$ cat config.mk
export PLATFORM = sky130hd
export DESIGN_NAME = tbh_host
export DESIGN_NICKNAME = d
export VERILOG_FILES = /design/src/tbh_pkg.sv /design/src/tbh_host.sv /design/src/tbh_spi_shift.sv
export VERILOG_INCLUDE_DIRS = /design/src
export SDC_FILE = /design/constraint.sdc
export NUM_CORES = 1
export LEC_CHECK = 0
export BUFFER_PORTS_ARGS = -buffer_cell sky130_fd_sc_hd__buf_2
export CAP_MARGIN = 20
export CORE_MARGIN = 2
export CORE_UTILIZATION = 35
export CTS_BUF_LIST = sky130_fd_sc_hd__clkbuf_8
export DETAILED_ROUTE_END_ITERATION = 10
export PLACE_DENSITY = 0.5
export SETUP_SLACK_MARGIN = 0.15
export SYNTH_ARGS = -nofsm -noshare
export SYNTH_HDL_FRONTEND = slang
export SYNTH_HIERARCHICAL = 1
export SYNTH_SLANG_ARGS = --single-unit
$ cat constraint.sdc
create_clock -name mclk_i -period 2.8 [get_ports mclk_i]
set_clock_uncertainty 0.05 [all_clocks]
set_input_delay 0.42 -clock mclk_i [delete_from_list [all_inputs] [get_ports mclk_i]]
set_output_delay 0.42 -clock mclk_i [all_outputs]
set_load 0.005 [all_outputs]
$ cat src/tbh_defines.svh
// Timing and encoding constants for the Type B reader host controller.
`ifndef TBH_DEFINES_SVH
`define TBH_DEFINES_SVH

`define TBH_CLK_NS 5
`define TBH_SPI_HALF_NS 250
`define TBH_SPI_HALF_CYC ((`TBH_SPI_HALF_NS + `TBH_CLK_NS - 1) / `TBH_CLK_NS)
`define TBH_SETTLE_NS 100
`define TBH_SETTLE_CYC ((`TBH_SETTLE_NS + `TBH_CLK_NS - 1) / `TBH_CLK_NS)
`define TBH_SEL_SETUP_CYC 4
`define TBH_DUMMY_BYTE 8'h00
`define TBH_BYTE_BITS 8
`define TBH_FWT_W 32

`endif

$ cat src/tbh_pkg.sv
// Types shared by the Type B reader host controller.
package tbh_pkg;
  typedef logic [7:0] tbh_byte_t;
  typedef logic [31:0] tbh_fwt_t;
  typedef enum logic [2:0] {
    TBH_IDLE,
    TBH_TX_SETUP,
    TBH_TX_BYTE,
    TBH_TX_GAP,
    TBH_WAIT_RESP,
    TBH_RX_SETUP,
    TBH_RX_BYTE,
    TBH_RX_SETTLE
  } tbh_state_t;
endpackage

$ cat src/tbh_host.sv
// Host controller that drives the Type B reader through its mode 0 SPI port.
`timescale 1ns/100ps
`include "tbh_defines.svh"
module tbh_host #(
  parameter int HALF_CYC = `TBH_SPI_HALF_CYC,
  parameter int SETTLE_CYC = `TBH_SETTLE_CYC
) (
  input wire logic mclk_i,
  input wire logic rst_i,
  input wire logic cmd_valid_i,
  input wire tbh_pkg::tbh_byte_t cmd_data_i,
  input wire logic cmd_last_i,
  output logic cmd_ready_o,
  input wire tbh_pkg::tbh_fwt_t fwt_cycles_i,
  output tbh_pkg::tbh_byte_t rsp_data_o,
  output logic rsp_valid_o,
  output logic rsp_timeout_o,
  output logic busy_o,
  output logic serial_clock_o,
  output logic serial_in_line_o,
  output logic slave_select_low_o,
  input wire logic serial_out_line_i,
  input wire logic host_handshake_status_i
);
  import tbh_pkg::*;

  tbh_state_t state;
  logic hs_meta;
  logic hs_sync;
  logic miso_meta;
  logic miso_sync;
  logic sh_start;
  tbh_byte_t sh_tx;
  logic sh_busy;
  logic sh_done;
  tbh_byte_t sh_rx;
  logic last_byte;
  logic [15:0] wait_cnt;
  tbh_fwt_t fwt_cnt;
  logic cmd_take;

  // Pins from the reader are asynchronous to mclk_i; two flops before any use.
  // Read bits are sampled from the synchronised copy, which lags the pin by two
  // cycles, so a serial clock half period must be at least three cycles long.
  always_ff @(posedge mclk_i)
  begin
    if (rst_i)
    begin
      hs_meta <= 1'b0;
      hs_sync <= 1'b0;
      miso_meta <= 1'b0;
      miso_sync <= 1'b0;
    end
    else
    begin
      hs_meta <= host_handshake_status_i;
      hs_sync <= hs_meta;
      miso_meta <= serial_out_line_i;
      miso_sync <= miso_meta;
    end
  end

  // A command byte is only taken while no reply byte is pending.
  assign cmd_ready_o = ((state == TBH_IDLE) || (state == TBH_TX_GAP)) && !hs_sync;
  assign cmd_take = cmd_valid_i && cmd_ready_o;
  assign busy_o = (state != TBH_IDLE);

  // Byte shifter; it returns the serial clock low between bytes.
  tbh_spi_shift #(
    .HALF_CYC(HALF_CYC)
  ) u_shift (
    .mclk_i(mclk_i),
    .rst_i(rst_i),
    .start_i(sh_start),
    .tx_byte_i(sh_tx),
    .miso_i(miso_sync),
    .busy_o(sh_busy),
    .done_o(sh_done),
    .rx_byte_o(sh_rx),
    .sclk_o(serial_clock_o),
    .mosi_o(serial_in_line_o)
  );

  // Transfer sequencer. Reading has priority over starting a new command.
  always_ff @(posedge mclk_i)
  begin
    if (rst_i)
    begin
      state <= TBH_IDLE;
      slave_select_low_o <= 1'b1;
      sh_start <= 1'b0;
      sh_tx <= '0;
      last_byte <= 1'b0;
      wait_cnt <= '0;
    end
    else
    begin
      sh_start <= 1'b0;
      case (state)
        TBH_IDLE:
        begin
          wait_cnt <= '0;
          if (hs_sync)
          begin
            slave_select_low_o <= 1'b0;
            state <= TBH_RX_SETUP;
          end
          else if (cmd_take)
          begin
            slave_select_low_o <= 1'b0;
            sh_tx <= cmd_data_i;
            last_byte <= cmd_last_i;
            state <= TBH_TX_SETUP;
          end
        end
        TBH_TX_SETUP:
        begin
          wait_cnt <= wait_cnt + 16'd1;
          if (wait_cnt == 16'(`TBH_SEL_SETUP_CYC))
          begin
            sh_start <= 1'b1;
            state <= TBH_TX_BYTE;
          end
        end
        TBH_TX_BYTE:
        begin
          wait_cnt <= '0;
          if (sh_done)
          begin
            if (last_byte)
            begin
              slave_select_low_o <= 1'b1;
              state <= TBH_WAIT_RESP;
            end
            else
              state <= TBH_TX_GAP;
          end
        end
        TBH_TX_GAP:
        begin
          if (cmd_take)
          begin
            sh_tx <= cmd_data_i;
            last_byte <= cmd_last_i;
            sh_start <= 1'b1;
            state <= TBH_TX_BYTE;
          end
        end
        TBH_WAIT_RESP:
        begin
          if (hs_sync)
          begin
            slave_select_low_o <= 1'b0;
            state <= TBH_RX_SETUP;
          end
          else if (fwt_cnt >= fwt_cycles_i)
            state <= TBH_IDLE;
        end
        TBH_RX_SETUP:
        begin
          wait_cnt <= wait_cnt + 16'd1;
          if (wait_cnt == 16'(`TBH_SEL_SETUP_CYC))
          begin
            sh_tx <= `TBH_DUMMY_BYTE;
            sh_start <= 1'b1;
            state <= TBH_RX_BYTE;
          end
        end
        TBH_RX_BYTE:
        begin
          wait_cnt <= '0;
          if (sh_done)
          begin
            slave_select_low_o <= 1'b1;
            state <= TBH_RX_SETTLE;
          end
        end
        TBH_RX_SETTLE:
        begin
          // Give the handshake time to drop and cross the synchroniser, so the
          // byte just read is not mistaken for the next one.
          wait_cnt <= wait_cnt + 16'd1;
          if (wait_cnt == 16'(SETTLE_CYC))
            state <= TBH_IDLE;
        end
        default:
          state <= TBH_IDLE;
      endcase
    end
  end

  // Frame waiting time counter; runs only while a reply is awaited.
  // The card's guard time and its silence before a whole frame both fall inside
  // this window, so only the handshake or the limit can end the wait.
  always_ff @(posedge mclk_i)
  begin
    if (rst_i || (state != TBH_WAIT_RESP))
      fwt_cnt <= '0;
    else if (fwt_cnt != '1)
      fwt_cnt <= fwt_cnt + 32'd1;
  end

  // Reply bytes and the timeout flag are registered one-cycle events.
  // The reader strips RF framing and CRC, so payload bytes and then the reader's status byte arrive here.
  always_ff @(posedge mclk_i)
  begin
    if (rst_i)
    begin
      rsp_data_o <= '0;
      rsp_valid_o <= 1'b0;
      rsp_timeout_o <= 1'b0;
    end
    else
    begin
      rsp_valid_o <= (state == TBH_RX_BYTE) && sh_done;
      rsp_timeout_o <= (state == TBH_WAIT_RESP) && !hs_sync && (fwt_cnt >= fwt_cycles_i);
      if ((state == TBH_RX_BYTE) && sh_done)
        rsp_data_o <= sh_rx;
    end
  end

  a_clock_idle_low: assert property (@(posedge mclk_i) disable iff (rst_i)
    slave_select_low_o |-> !serial_clock_o)
    else $error("Serial clock high while reader deselected.");

  a_no_cmd_pending: assert property (@(posedge mclk_i) disable iff (rst_i)
    cmd_take |-> !hs_sync)
    else $error("Command byte taken while a reply byte was pending.");

  a_read_first: assert property (@(posedge mclk_i) disable iff (rst_i)
    (state == TBH_IDLE) && hs_sync |=> (state == TBH_RX_SETUP) && !slave_select_low_o)
    else $error("Pending reply byte not read first.");

  a_quiet_waiting: assert property (@(posedge mclk_i) disable iff (rst_i)
    (state == TBH_WAIT_RESP) |-> slave_select_low_o && !sh_busy)
    else $error("Transfer started while awaiting the card reply.");

  a_fwt_timeout: assert property (@(posedge mclk_i) disable iff (rst_i)
    rsp_timeout_o |-> $past(fwt_cnt) >= $past(fwt_cycles_i))
    else $error("Timeout reported before the frame waiting time.");

  a_byte_delivered: assert property (@(posedge mclk_i) disable iff (rst_i)
    (state == TBH_RX_BYTE) && sh_done |=> rsp_valid_o && (rsp_data_o == $past(sh_rx)))
    else $error("Read byte not delivered on the next cycle.");

  a_settle_hold: assert property (@(posedge mclk_i) disable iff (rst_i)
    $rose(state == TBH_RX_SETTLE) |-> slave_select_low_o [*8])
    else $error("Reader selected again during handshake settle.");
endmodule

$ cat src/tbh_spi_shift.sv
// Mode 0 SPI master byte shifter with its own serial clock divider.
`timescale 1ns/100ps
`include "tbh_defines.svh"
module tbh_spi_shift #(
  parameter int HALF_CYC = `TBH_SPI_HALF_CYC
) (
  input wire logic mclk_i,
  input wire logic rst_i,
  input wire logic start_i,
  input wire tbh_pkg::tbh_byte_t tx_byte_i,
  input wire logic miso_i,
  output logic busy_o,
  output logic done_o,
  output tbh_pkg::tbh_byte_t rx_byte_o,
  output logic sclk_o,
  output logic mosi_o
);
  import tbh_pkg::*;

  localparam int CW = $clog2(HALF_CYC + 1);
  localparam logic [CW-1:0] DIV_LAST = CW'(HALF_CYC - 1);

  logic [CW-1:0] div;
  logic tick;
  logic [2:0] bitn;
  tbh_byte_t txsh;
  logic [3:0] rise_cnt;

  // Half-period enable pulse; the divider only runs while a byte is in flight.
  assign tick = busy_o && (div == DIV_LAST);

  always_ff @(posedge mclk_i)
  begin
    if (rst_i || !busy_o)
      div <= '0;
    else if (tick)
      div <= '0;
    else
      div <= div + 1'b1;
  end

  // First bit is set up before the first rising edge, later bits on falling edges.
  always_ff @(posedge mclk_i)
  begin
    if (rst_i)
    begin
      busy_o <= 1'b0;
      done_o <= 1'b0;
      sclk_o <= 1'b0;
      mosi_o <= 1'b0;
      bitn <= '0;
      txsh <= '0;
      rx_byte_o <= '0;
    end
    else
    begin
      done_o <= 1'b0;
      if (start_i && !busy_o)
      begin
        busy_o <= 1'b1;
        sclk_o <= 1'b0;
        mosi_o <= tx_byte_i[7];
        txsh <= {tx_byte_i[6:0], 1'b0};
        bitn <= '0;
      end
      else if (tick)
      begin
        if (!sclk_o)
        begin
          sclk_o <= 1'b1;
          rx_byte_o <= {rx_byte_o[6:0], miso_i};
        end
        else
        begin
          sclk_o <= 1'b0;
          if (bitn == 3'(`TBH_BYTE_BITS - 1))
          begin
            busy_o <= 1'b0;
            done_o <= 1'b1;
          end
          else
          begin
            bitn <= bitn + 3'd1;
            mosi_o <= txsh[7];
            txsh <= {txsh[6:0], 1'b0};
          end
        end
      end
    end
  end

  // Counts rising serial clock edges of the current byte for checking only.
  always_ff @(posedge mclk_i)
  begin
    if (rst_i || (start_i && !busy_o))
      rise_cnt <= '0;
    else if (tick && !sclk_o)
      rise_cnt <= rise_cnt + 4'd1;
  end

  a_mosi_rise_stable: assert property (@(posedge mclk_i) disable iff (rst_i)
    $rose(sclk_o) |-> $stable(mosi_o))
    else $error("Serial data changed on a rising clock edge.");

  a_eight_clock_byte: assert property (@(posedge mclk_i) disable iff (rst_i)
    done_o |-> (rise_cnt == 4'(`TBH_BYTE_BITS)) && !sclk_o)
    else $error("Byte did not take exactly eight serial clocks.");

  a_clock_low_idle: assert property (@(posedge mclk_i) disable iff (rst_i)
    !busy_o |-> !sclk_o)
    else $error("Serial clock high while shifter idle.");
endmodule

**After elaboration in Yosys (flattened, before gate mapping)**

Cells that the tools add are included.

- Register bits after elaboration: 104
- Input bits: 46
- Output and inout port bits: 15
- Logic and storage cells: 135

- Add/subtract/negate cells: 4
- $lt $le $gt $ge: 1
- Equality and inequality tests: 25
- Muxes and demuxes: 44
- Bitwise gates (word level): 4
- Reduce and logical (&&, ||, !) cells: 35

Operators with widths:

| cell | count |
|---|---|
| two-way mux 8 bit | 7 |
| two-way mux 3 bit | 11 |
| adder 32 x 1 -> 32 bit (second input constant) | 1 |
| greater-or-equal comparator 32 bit | 1 |
| != test 32 bit (second input constant) | 1 |
| case mux 16 bit (2 select lines) | 1 |
| case mux 3 bit (8 select lines) | 1 |
| case mux 8 bit (3 select lines) | 1 |
| two-way mux 1 bit | 20 |
| adder 16 x 1 -> 16 bit (second input constant) | 1 |
| == test 16 x 3 -> 1 bit (second input constant) | 1 |
| == test 16 x 5 -> 1 bit (second input constant) | 1 |
| == test 3 bit (second input constant) | 5 |
| AND reduction 3 bit | 5 |
| != test 2 bit (second input constant) | 7 |
| nonzero test 2 bit | 5 |
| != test 3 bit (second input constant) | 3 |
| AND reduction 8 bit | 1 |
| logical AND 1 bit | 7 |
| adder 6 x 1 -> 6 bit (second input constant) | 1 |
| == test 3 x 2 -> 1 bit (second input constant) | 2 |
| == test 6 bit (second input constant) | 1 |
| != test 2 x 1 -> 1 bit (second input constant) | 3 |
| AND reduction 6 bit | 1 |
| other kinds (14) | 25 |

**Longest topological paths before layout**

Gate-level depths: netlist (run 1).

- Word-level depth: 7
- Mapped depth: 8
- Mapped depth without buffers: 8

**By module**

Netlist (run 1), hierarchy kept.

Modules (own cells, without submodules):

| module | times used | cells each | area an instance (sq um) | sequential area each (sq um) |
|---|---|---|---|---|
| tbh_host | 1 | 540 | 4329.2 | 1521.5 |
| tbh_spi_shift | 1 | 145 | 1228.7 | 560.5 |

**Worst setup path after synthesis (run 1)**

No wires, ideal clock.

- Kind: input port to flip-flop
- Start: input port fwt_cycles_i[0]
- End: register rsp_timeout_o
- Library setup time: 0.129 ns
- Arrival time: 1.971 ns
- Data required time: 2.621 ns
- Path slack: 0.650 ns
- Cell stages on the path: 7
- Buffers on the path: 0
- Cell sequence: ha_1 nand2b_1 a2111oi_2 nor3_1 or4_1 a31oi_1 a21boi_0

- Cells in the longest elaborated chain, start to end: 2

RTL lines:

| what | RTL line | RTL |
|---|---|---|
| from (decl) | tbh_host.sv:14 | `input wire tbh_pkg::tbh_fwt_t fwt_cycles_i,` |
| greater-or-equal comparator 32 bit | tbh_host.sv:216 | `rsp_timeout_o <= (state == TBH_WAIT_RESP) && !hs_sync && (fwt_cnt >= fwt_cycles_i);` |
| logical AND 1 bit | tbh_host.sv:216 |  |
| to (signal assigned) | tbh_host.sv:216 |  |
| to (decl) | tbh_host.sv:17 | `output logic rsp_timeout_o,` |

No other way between the ends.
A chain may end at the register's enable or synchronous reset.

**Worst setup path in the final report (run 1)**

- Start: register fwt_cnt[24]
- End: register fwt_cnt[21]

- Cells in the longest elaborated chain, start to end: 1

RTL lines:

| what | RTL line | RTL |
|---|---|---|
| from (decl) | tbh_host.sv:39 | `tbh_fwt_t fwt_cnt;` |
| from (signal assigned) | tbh_host.sv:200 | `fwt_cnt <= fwt_cnt + 32'd1;` |
| != test 32 bit | tbh_host.sv:199 | `else if (fwt_cnt != '1)` |

No other way between the ends.

==> results.py, run 1 <==
metrics = {
    "drt": {
        "ant_nets": 0,
        "drc_errors": 0,
        "drtPass1Iterations": 4,
        "viasPerCell": 5.25,
        "wl_um": 13400,
        "vias": 5021,
        "wl_per_cell_um": 14.1,
        "drtIter0Drc": 287,
    },
    "yosys": {
        "syn-instance-count": 685,
        "syn-cell-area_mm2": 0.00556,
        "syn_nets": 770,
        "synth_edf_count": 0,
        "ys_types": 60,
        "ys_warn_count": 6,
        "ys_seq_area_share_pct": 37.5,
        "ys.flop_type": "dfxtp_1",
        "async_reset_ff_share_pct": 0,
        "synth_seq_cells": 104,
        "syn_area_per_cell_um2": 8.11,
    },
    "sta": {
        "setup_slack_ns": 0.479,
        "report.final.slew_viol_count": 0,
        "fin_tns_setup_ns": 0,
        "finalHoldViolCount": 0,
        "finalCriticalPeriod_ns": 2.32,
        "finalSetupViolations": 0,
        "tightest_slew_ns": 0.794,
        "hold_slack_ns": 0.190,
        "maxSlewHeadroom_pct": 46.9,
        "fmax_mhz": 431,
        "rsz0062_at_grt": "false",
        "finalCritPeriodShare_pct": 82.9,
    },
    "clocking": {
        "cts_setup_buffers": 0,
        "clock-root-buffer": "clkbuf_8",
        "numClockSinks": 104,
        "path_clk_slew_ns": 0.10,
        "postCtsHoldBufs": 0,
        "cts_tree": "done",
        "cts_max_level": 3,
        "clk_path_buf_depth": 2,
        "cts_resized": 0,
        "cts_buffers": 9,
        "clk_latency_ns": 0.40,
    },
    "layout": {
        "insertedDiodeCount": 0,
        "final_util_pct": 39.8,
        "layout_common_cells": "dfxtp_1, nor2_1, buf_2, a21oi_1, nand2_1",
        "stdcell_area_mm2": 0.00625,
        "layout.nets": 820,
        "area_delta_synth_final_pct": 12.4,
        "drive_gt1_share_pct": 13.2,
        "layout_commonest_cell": "dfxtp_1",
    },
    "pwr": {
        "vdd_ir_drop_max_uv": 288,
        "p_comb_share_pct": 11.9,
        "clkPwrFrac_pct": 32.7,
        "p_leak_uw": 0.00247,
        "seqPwrFrac_pct": 55.4,
        "switchingPower_uw": 786,
        "intPower_uw": 1990,
        "p_sw_share_pct": 28.3,
        "powerDensity_mw_per_mm2": 445,
    },
    "placed_design": {
        "place_area_mm2": 0.00607,
        "port-buffer-count": 60,
        "post-place-ws_ns": 0.380,
        "routabilityCongestion": 0.792,
        "dp_hpwl_um": 9750,
    },
    "floorplanning": {
        "initial_utilization_pct": 35.4,
        "placementRows": 46,
        "die_h_um": 130,
        "core_area_mm2": 0.0157,
        "ioPinCount": 61,
        "die_area_mm2": 0.0169,
        "fp.dieW_um": 130,
    },
    "critical_path": {
        "rrSetupSlack_ns": 0.48,
        "endpoint_kind": "flip-flop",
        "crit_required_ns": 3.08,
        "path_class": "flip-flop to flip-flop",
        "rr_worst_depth": 6,
        "crit_arrival_ns": 2.60,
        "start_kind": "flip-flop",
        "r2r-end": "fwt_cnt[21]",
        "critPathMaxFanout": 14,
        "r2r_start": "fwt_cnt[24]",
    },
    "global_routing": {
        "grt_pass1_vias": 4582,
        "grtUsageTotal_pct": 16.7,
        "overflow": 0,
        "grt_pass1_wl_um": 22500,
        "grt_max_degree": 34,
        "antenna_found_initial": 0,
    },
    "outcome": {
        "outcome": "completed",
    },
    "job": {
        "drv_cap": 0,
    },
    "worst_hold_path": {
        "hold_depth": 2,
        "min_from": "serial_out_line_i",
        "hold_class": "input pin to flip-flop",
        "min_to": "miso_meta",
    },
}
## how the worst max path moves through the flow
stage / depth (start not counted) / start / slack (ns) / endpoint
floorplan: 7 / fwt_cycles_i[0] / 0.65 / rsp_timeout_o
CTS: 8 / fwt_cnt[0] / 0.45 / rsp_timeout_o
global placement: 8 / fwt_cycles_i[0] / 0.39 / rsp_timeout_o
detailed placement: 8 / fwt_cycles_i[0] / 0.38 / rsp_timeout_o
global route: 8 / fwt_cnt[0] / 0.24 / rsp_timeout_o
finish: 6 / fwt_cnt[24] / 0.48 / fwt_cnt[21]
## critical path, cell delays in order (launching register included)
cell and delay, ns:
dfxtp_1 0.37, and3_1 0.22, and4_1 0.24, a31oi_2 0.59
nand2_1 0.20, or4_1 0.44, a21oi_1 0.15
## per-stage QoR
stage               total power (µW)  std cells
finish                          2780        956
global route                    2940        956
CTS                             2830        956
detailed placement              1910        940
global placement                1910        940
floorplan                       1790        685
## power groups by stage
| stage | clock network (µW) | logic, µW | registers (µW) |
|---|---|---|---|
| 6_report | 908 | 331 | 1540 |
| 5_1_grt | 1010 | 377 | 1550 |
| 4_1_cts | 955 | 337 | 1540 |
| 3_5_place_dp | 0 | 334 | 1570 |
| 3_3_place_gp | 0 | 332 | 1570 |
| 2_1_floorplan | 0 | 227 | 1560 |
## final cells by class
cell class / count / area, µm²
inverter: 41 / 154
clock buffer: 10 / 138
multi-input combinational: 508 / 3180
sequential: 104 / 2080
timing repair buffer: 71 / 383
fill: 1604 / 9460
clock inverter: 6 / 42.5
tap: 216 / 270
## Yosys cell counts, types with 3 or more instances
| cell | count | share of area, % |
|---|---|---|
| a2111oi_0 | 8 | 1.3 |
| a211oi_1 | 5 | 0.68 |
| a21oi_1 | 57 | 5.1 |
| a22oi_1 | 11 | 1.5 |
| a311oi_1 | 3 | 0.47 |
| a31oi_1 | 5 | 0.56 |
| and2_1 | 3 | 0.34 |
| and3_1 | 7 | 0.79 |
| and4_1 | 9 | 1.4 |
| buf_2 | 3 | 0.27 |
| clkbuf_1 | 25 | 1.7 |
| dfxtp_1 | 104 | 37 |
| ha_1 | 39 | 8.8 |
| inv_1 | 41 | 2.8 |
| nand2_1 | 56 | 3.8 |
| nand2b_1 | 9 | 1.0 |
| nand3_1 | 36 | 3.2 |
| nand4_1 | 22 | 2.5 |
| nand4_2 | 3 | 0.68 |
| nand4b_1 | 3 | 0.47 |
| nor2_1 | 86 | 5.8 |
| nor2b_1 | 9 | 1.0 |
| nor3_1 | 19 | 1.7 |
| nor4_1 | 9 | 1.0 |
| o21a_1 | 3 | 0.41 |
| o21ai_0 | 32 | 2.9 |
| or3_1 | 7 | 0.79 |
| xnor2_1 | 8 | 1.3 |
| xor2_1 | 21 | 3.3 |
## layer usage
metal / routed length (µm) / GRT usage [%] / vias up
met5: 0 / 0 / -
met4: 141 / 4.05 / 0
met3: 514 / 4.55 / 11
met2: 6520 / 28.2 / 97
met1: 6270 / 21.1 / 2369
li1: - / - / 2544
## flip-flops by register name (all words and copies together), names as in the netlist, 3 cells and up
register	flops
fwt_cnt	32
u_shift/div	6
sh_tx	8
u_shift/bitn	3
wait_cnt	16
u_shift/rx_byte_o	8
state	3
rsp_data_o	8
u_shift/txsh	7
## logic make-up (layout without fill, tap and decap cells)
kind of cell,count (synthesis),count (layout),synth area share [%]
AOI/OAI and AO/OA,147,147,16.6
and+or+nand+nor,291,291,26.9
xor gates and xnor gates,29,29,4.57
adders and majority gates,39,39,8.78
buffers and inverters,73,128,5.34
muxes,2,2,0.360
DFF,104,104,37.5
Note: power is estimated with default switching activity, not from simulation.
==> run 2, diff against run 1 <==
--- a/config.mk
+++ b/config.mk
@@ -6,6 +6,7 @@
 export SDC_FILE = /design/constraint.sdc
 export NUM_CORES = 1
 export LEC_CHECK = 0
+export ABC_AREA = 1
 export BUFFER_PORTS_ARGS = -buffer_cell sky130_fd_sc_hd__buf_2
 export CAP_MARGIN = 20
 export CORE_MARGIN = 2
==> constraint.sdc (replaced) <==
create_clock -name mclk_i -period 2.3 [get_ports mclk_i]
set_clock_uncertainty 0.05 [all_clocks]
set_input_delay 0.345 -clock mclk_i [delete_from_list [all_inputs] [get_ports mclk_i]]
set_output_delay 0.345 -clock mclk_i [all_outputs]
set_load 0.005 [all_outputs]
==> run 2 against run 1 <==
- combinational power increased by 140%
- clock power rose by 44%
- via count rose by 10%
- wire length is 9.9% higher
- final cell count is 21% higher
- utilization about the same
- sequential cell count is the same
==> results.py, run 2 <==
metrics = {
    "clocking": {
        "clk_path_buf_depth": 2,
        "postCtsHoldBufs": 0,
        "path_clk_slew_ns": 0.12,
        "cts_buffers": 9,
        "clock-root-buffer": "clkbuf_8",
        "numClockSinks": 104,
        "cts_tree": "done",
        "cts_max_level": 3,
        "cts_setup_buffers": 0,
        "clk_latency_ns": 0.40,
    },
    "layout": {
        "seq_area_mm2": 0.00208,
        "layout_commonest_cell": "nand2_1",
        "drive_gt1_share_pct": 15.0,
        "layout.nets": 1016,
        "layout_common_cells": "nand2_1, inv_1, dfxtp_1, a21oi_1, nor2_1",
        "largest_reg_flops": 32,
        "insertedDiodeCount": 0,
        "stdcell_area_mm2": 0.00681,
        "nFillCells": 1851,
        "top_register": "fwt_cnt",
        "multi_input_area_mm2": 0.00339,
        "final_util_pct": 39.8,
        "top_regs": "fwt_cnt (32), wait_cnt (16)",
        "area_delta_synth_final_pct": 12.6,
    },
    "sta": {
        "finalSetupViolations": 0,
        "fmax_mhz": 507,
        "tightest_slew_ns": 0.549,
        "fin_tns_setup_ns": 0,
        "finalHoldViolCount": 0,
        "rsz0062_at_grt": "true",
        "finalCritPeriodShare_pct": 85.7,
        "maxSlewHeadroom_pct": 63.3,
        "setup_slack_ns": 0.329,
        "finalCriticalPeriod_ns": 1.97,
        "report.final.slew_viol_count": 0,
    },
    "critical_path": {
        "worstPathCellList": "nand4_1 > nor3_1 > nand4_1 > nor2_1 > a21oi_1 > nand3b_1 > inv_1",
        "critPathMaxFanout": 5,
        "r2r-end": "fwt_cnt[28]",
        "path_class": "flip-flop to flip-flop",
        "endpoint_kind": "flip-flop",
        "start_kind": "flip-flop",
        "rr_worst_depth": 7,
        "crit_arrival_ns": 2.25,
        "crit_required_ns": 2.58,
        "slowest_stage": "dfxtp_1",
        "r2r_start": "fwt_cnt[15]",
        "path_common_cell": "nand4_1",
        "rrSetupSlack_ns": 0.33,
        "critical_path.max_stage_delay_ns": 0.49,
    },
    "yosys": {
        "syn-instance-count": 870,
        "synth_top_area_cell": "dfxtp_1",
        "synth_edf_count": 0,
        "synth_common_cells": "nand2_1, inv_1, dfxtp_1",
        "ys_seq_area_share_pct": 34.4,
        "syn_nets": 955,
        "ys.flop_type": "dfxtp_1",
        "ys_warn_count": 6,
        "async_reset_ff_share_pct": 0,
        "ys_types": 48,
        "yosysMostFrequentCell": "nand2_1",
        "synth_seq_cells": 104,
        "syn-cell-area_mm2": 0.00605,
        "syn_area_per_cell_um2": 6.95,
        "yosysTopAreaCellShare_pct": 34.4,
        "yosys-top-cells-area": "dfxtp_1, nand2_1, ha_1",
    },
    "global_routing": {
        "overflow": 0,
        "grt_max_degree": 44,
        "grt_pass1_vias": 5051,
        "grt_pass1_wl_um": 24400,
        "antenna_found_initial": 0,
        "grtUsageTotal_pct": 16.7,
    },
    "pwr": {
        "p_comb_share_pct": 19.5,
        "p_sw_share_pct": 31.8,
        "powerDensity_mw_per_mm2": 594,
        "intPower_uw": 2760,
        "switchingPower_uw": 1290,
        "seqPwrFrac_pct": 48.0,
        "p_leak_uw": 0.00308,
        "vdd_ir_drop_max_uv": 368,
        "clkPwrFrac_pct": 32.4,
    },
    "drt": {
        "ant_nets": 0,
        "drtIter0Drc": 284,
        "drc_errors": 0,
        "drtPass1Iterations": 5,
        "wl_um": 14800,
        "wl_per_cell_um": 12.7,
        "vias": 5541,
        "viasPerCell": 4.78,
    },
    "placed_design": {
        "dp_hpwl_um": 11200,
        "routabilityCongestion": 0.922,
        "port-buffer-count": 60,
        "post-place-ws_ns": 0.325,
        "place_area_mm2": 0.00657,
    },
    "floorplanning": {
        "die_area_mm2": 0.0183,
        "ioPinCount": 61,
        "core_area_mm2": 0.0171,
        "die_h_um": 135,
        "fp.dieW_um": 135,
        "initial_utilization_pct": 35.3,
        "placementRows": 48,
    },
    "worst_hold_path": {
        "hold_class": "input pin to flip-flop",
        "min_to": "miso_meta",
        "min_from": "serial_out_line_i",
        "hold_depth": 3,
    },
    "job": {
        "drv_cap": 0,
    },
    "outcome": {
        "outcome": "completed",
    },
}
-- run 2: cell types whose count changed in the layout (fill, tap and decap cells not counted), moves of 11 or more --
cell     previous run  this run
nor2_1             86        71
nand2_1            56       222
a22oi_1            11         0
nor2_2              0        19
a21oi_1            57        79
inv_1              42       113
-- run 2: kinds of logic (layout without fill, tap and decap cells) --
group	Yosys count	after routing	synth area share [%]
simple gates	432	432	32.8
compound gates	129	129	11.6
buf+inv	143	208	9.83
xor+xnor	23	23	3.33
flops	104	104	34.4
fa+ha+maj	39	39	8.07
-- run 2: worst max-delay path by stage --
stage                        endpoint        startpoint
after floorplan            fwt_cnt[7]        fwt_cnt[1]
after global placement    fwt_cnt[22]       fwt_cnt[11]
after detailed placement     state[1]  fwt_cycles_i[15]
after CTS                    state[1]       fwt_cnt[15]
after global routing      fwt_cnt[20]       fwt_cnt[14]
final                     fwt_cnt[28]       fwt_cnt[15]
-- run 2: timing repair --
item	in CTS	in global routing
setup endpoints to repair	0	5
resized for setup	0	6
endpoints found under the hold margin	0	0
-- run 2: per-stage QoR --
| stage | cells | hold slack [ns] | total power [µW] |
|---|---|---|---|
| finish | 1160 | 0.0835 | 4040 |
| global route | 1160 | 0.0755 | 4290 |
| CTS | 1160 | 0.0600 | 4120 |
| detailed placement | 1145 | 0.350 | 2790 |
| global placement | 1145 | 0.346 | 2790 |
| floorplan | 870 | 0.338 | 2530 |
-- run 2: final cells by class --
class | count | share of cell area, %
repair buffers | 68 | 5.29
flip-flops and latches | 104 | 30.6
clock buffers | 9 | 1.82
clock inverters | 6 | 1.43
inverters | 125 | 6.98
multi-input cells | 623 | 49.7
well taps | 225 | 4.13
-- run 2: power groups by stage --
stage	Clock [µW]	Sequential, µW	Combinational, µW
3_3_place_gp	0	1990	803
4_1_cts	1370	1940	805
5_1_grt	1430	1950	902
3_5_place_dp	0	1980	801
2_1_floorplan	0	1970	560
6_report	1310	1940	790
-- run 2: critical path, delay by kind of cell (launching register included) --
kind            cells  cell delay [ns]
compound gates      1             0.10
buf+inv             1             0.05
flops               1             0.49
simple gates        5             1.22
-- run 2: layer usage --
metal	share of wire (%)	vias up	GRT usage (%)
met5	0	-	0
li1	-	2944	-
met2	46	88	26.9
met1	50	2497	22.4
met3	3.3	12	3.07
met4	1.1	0	5.61
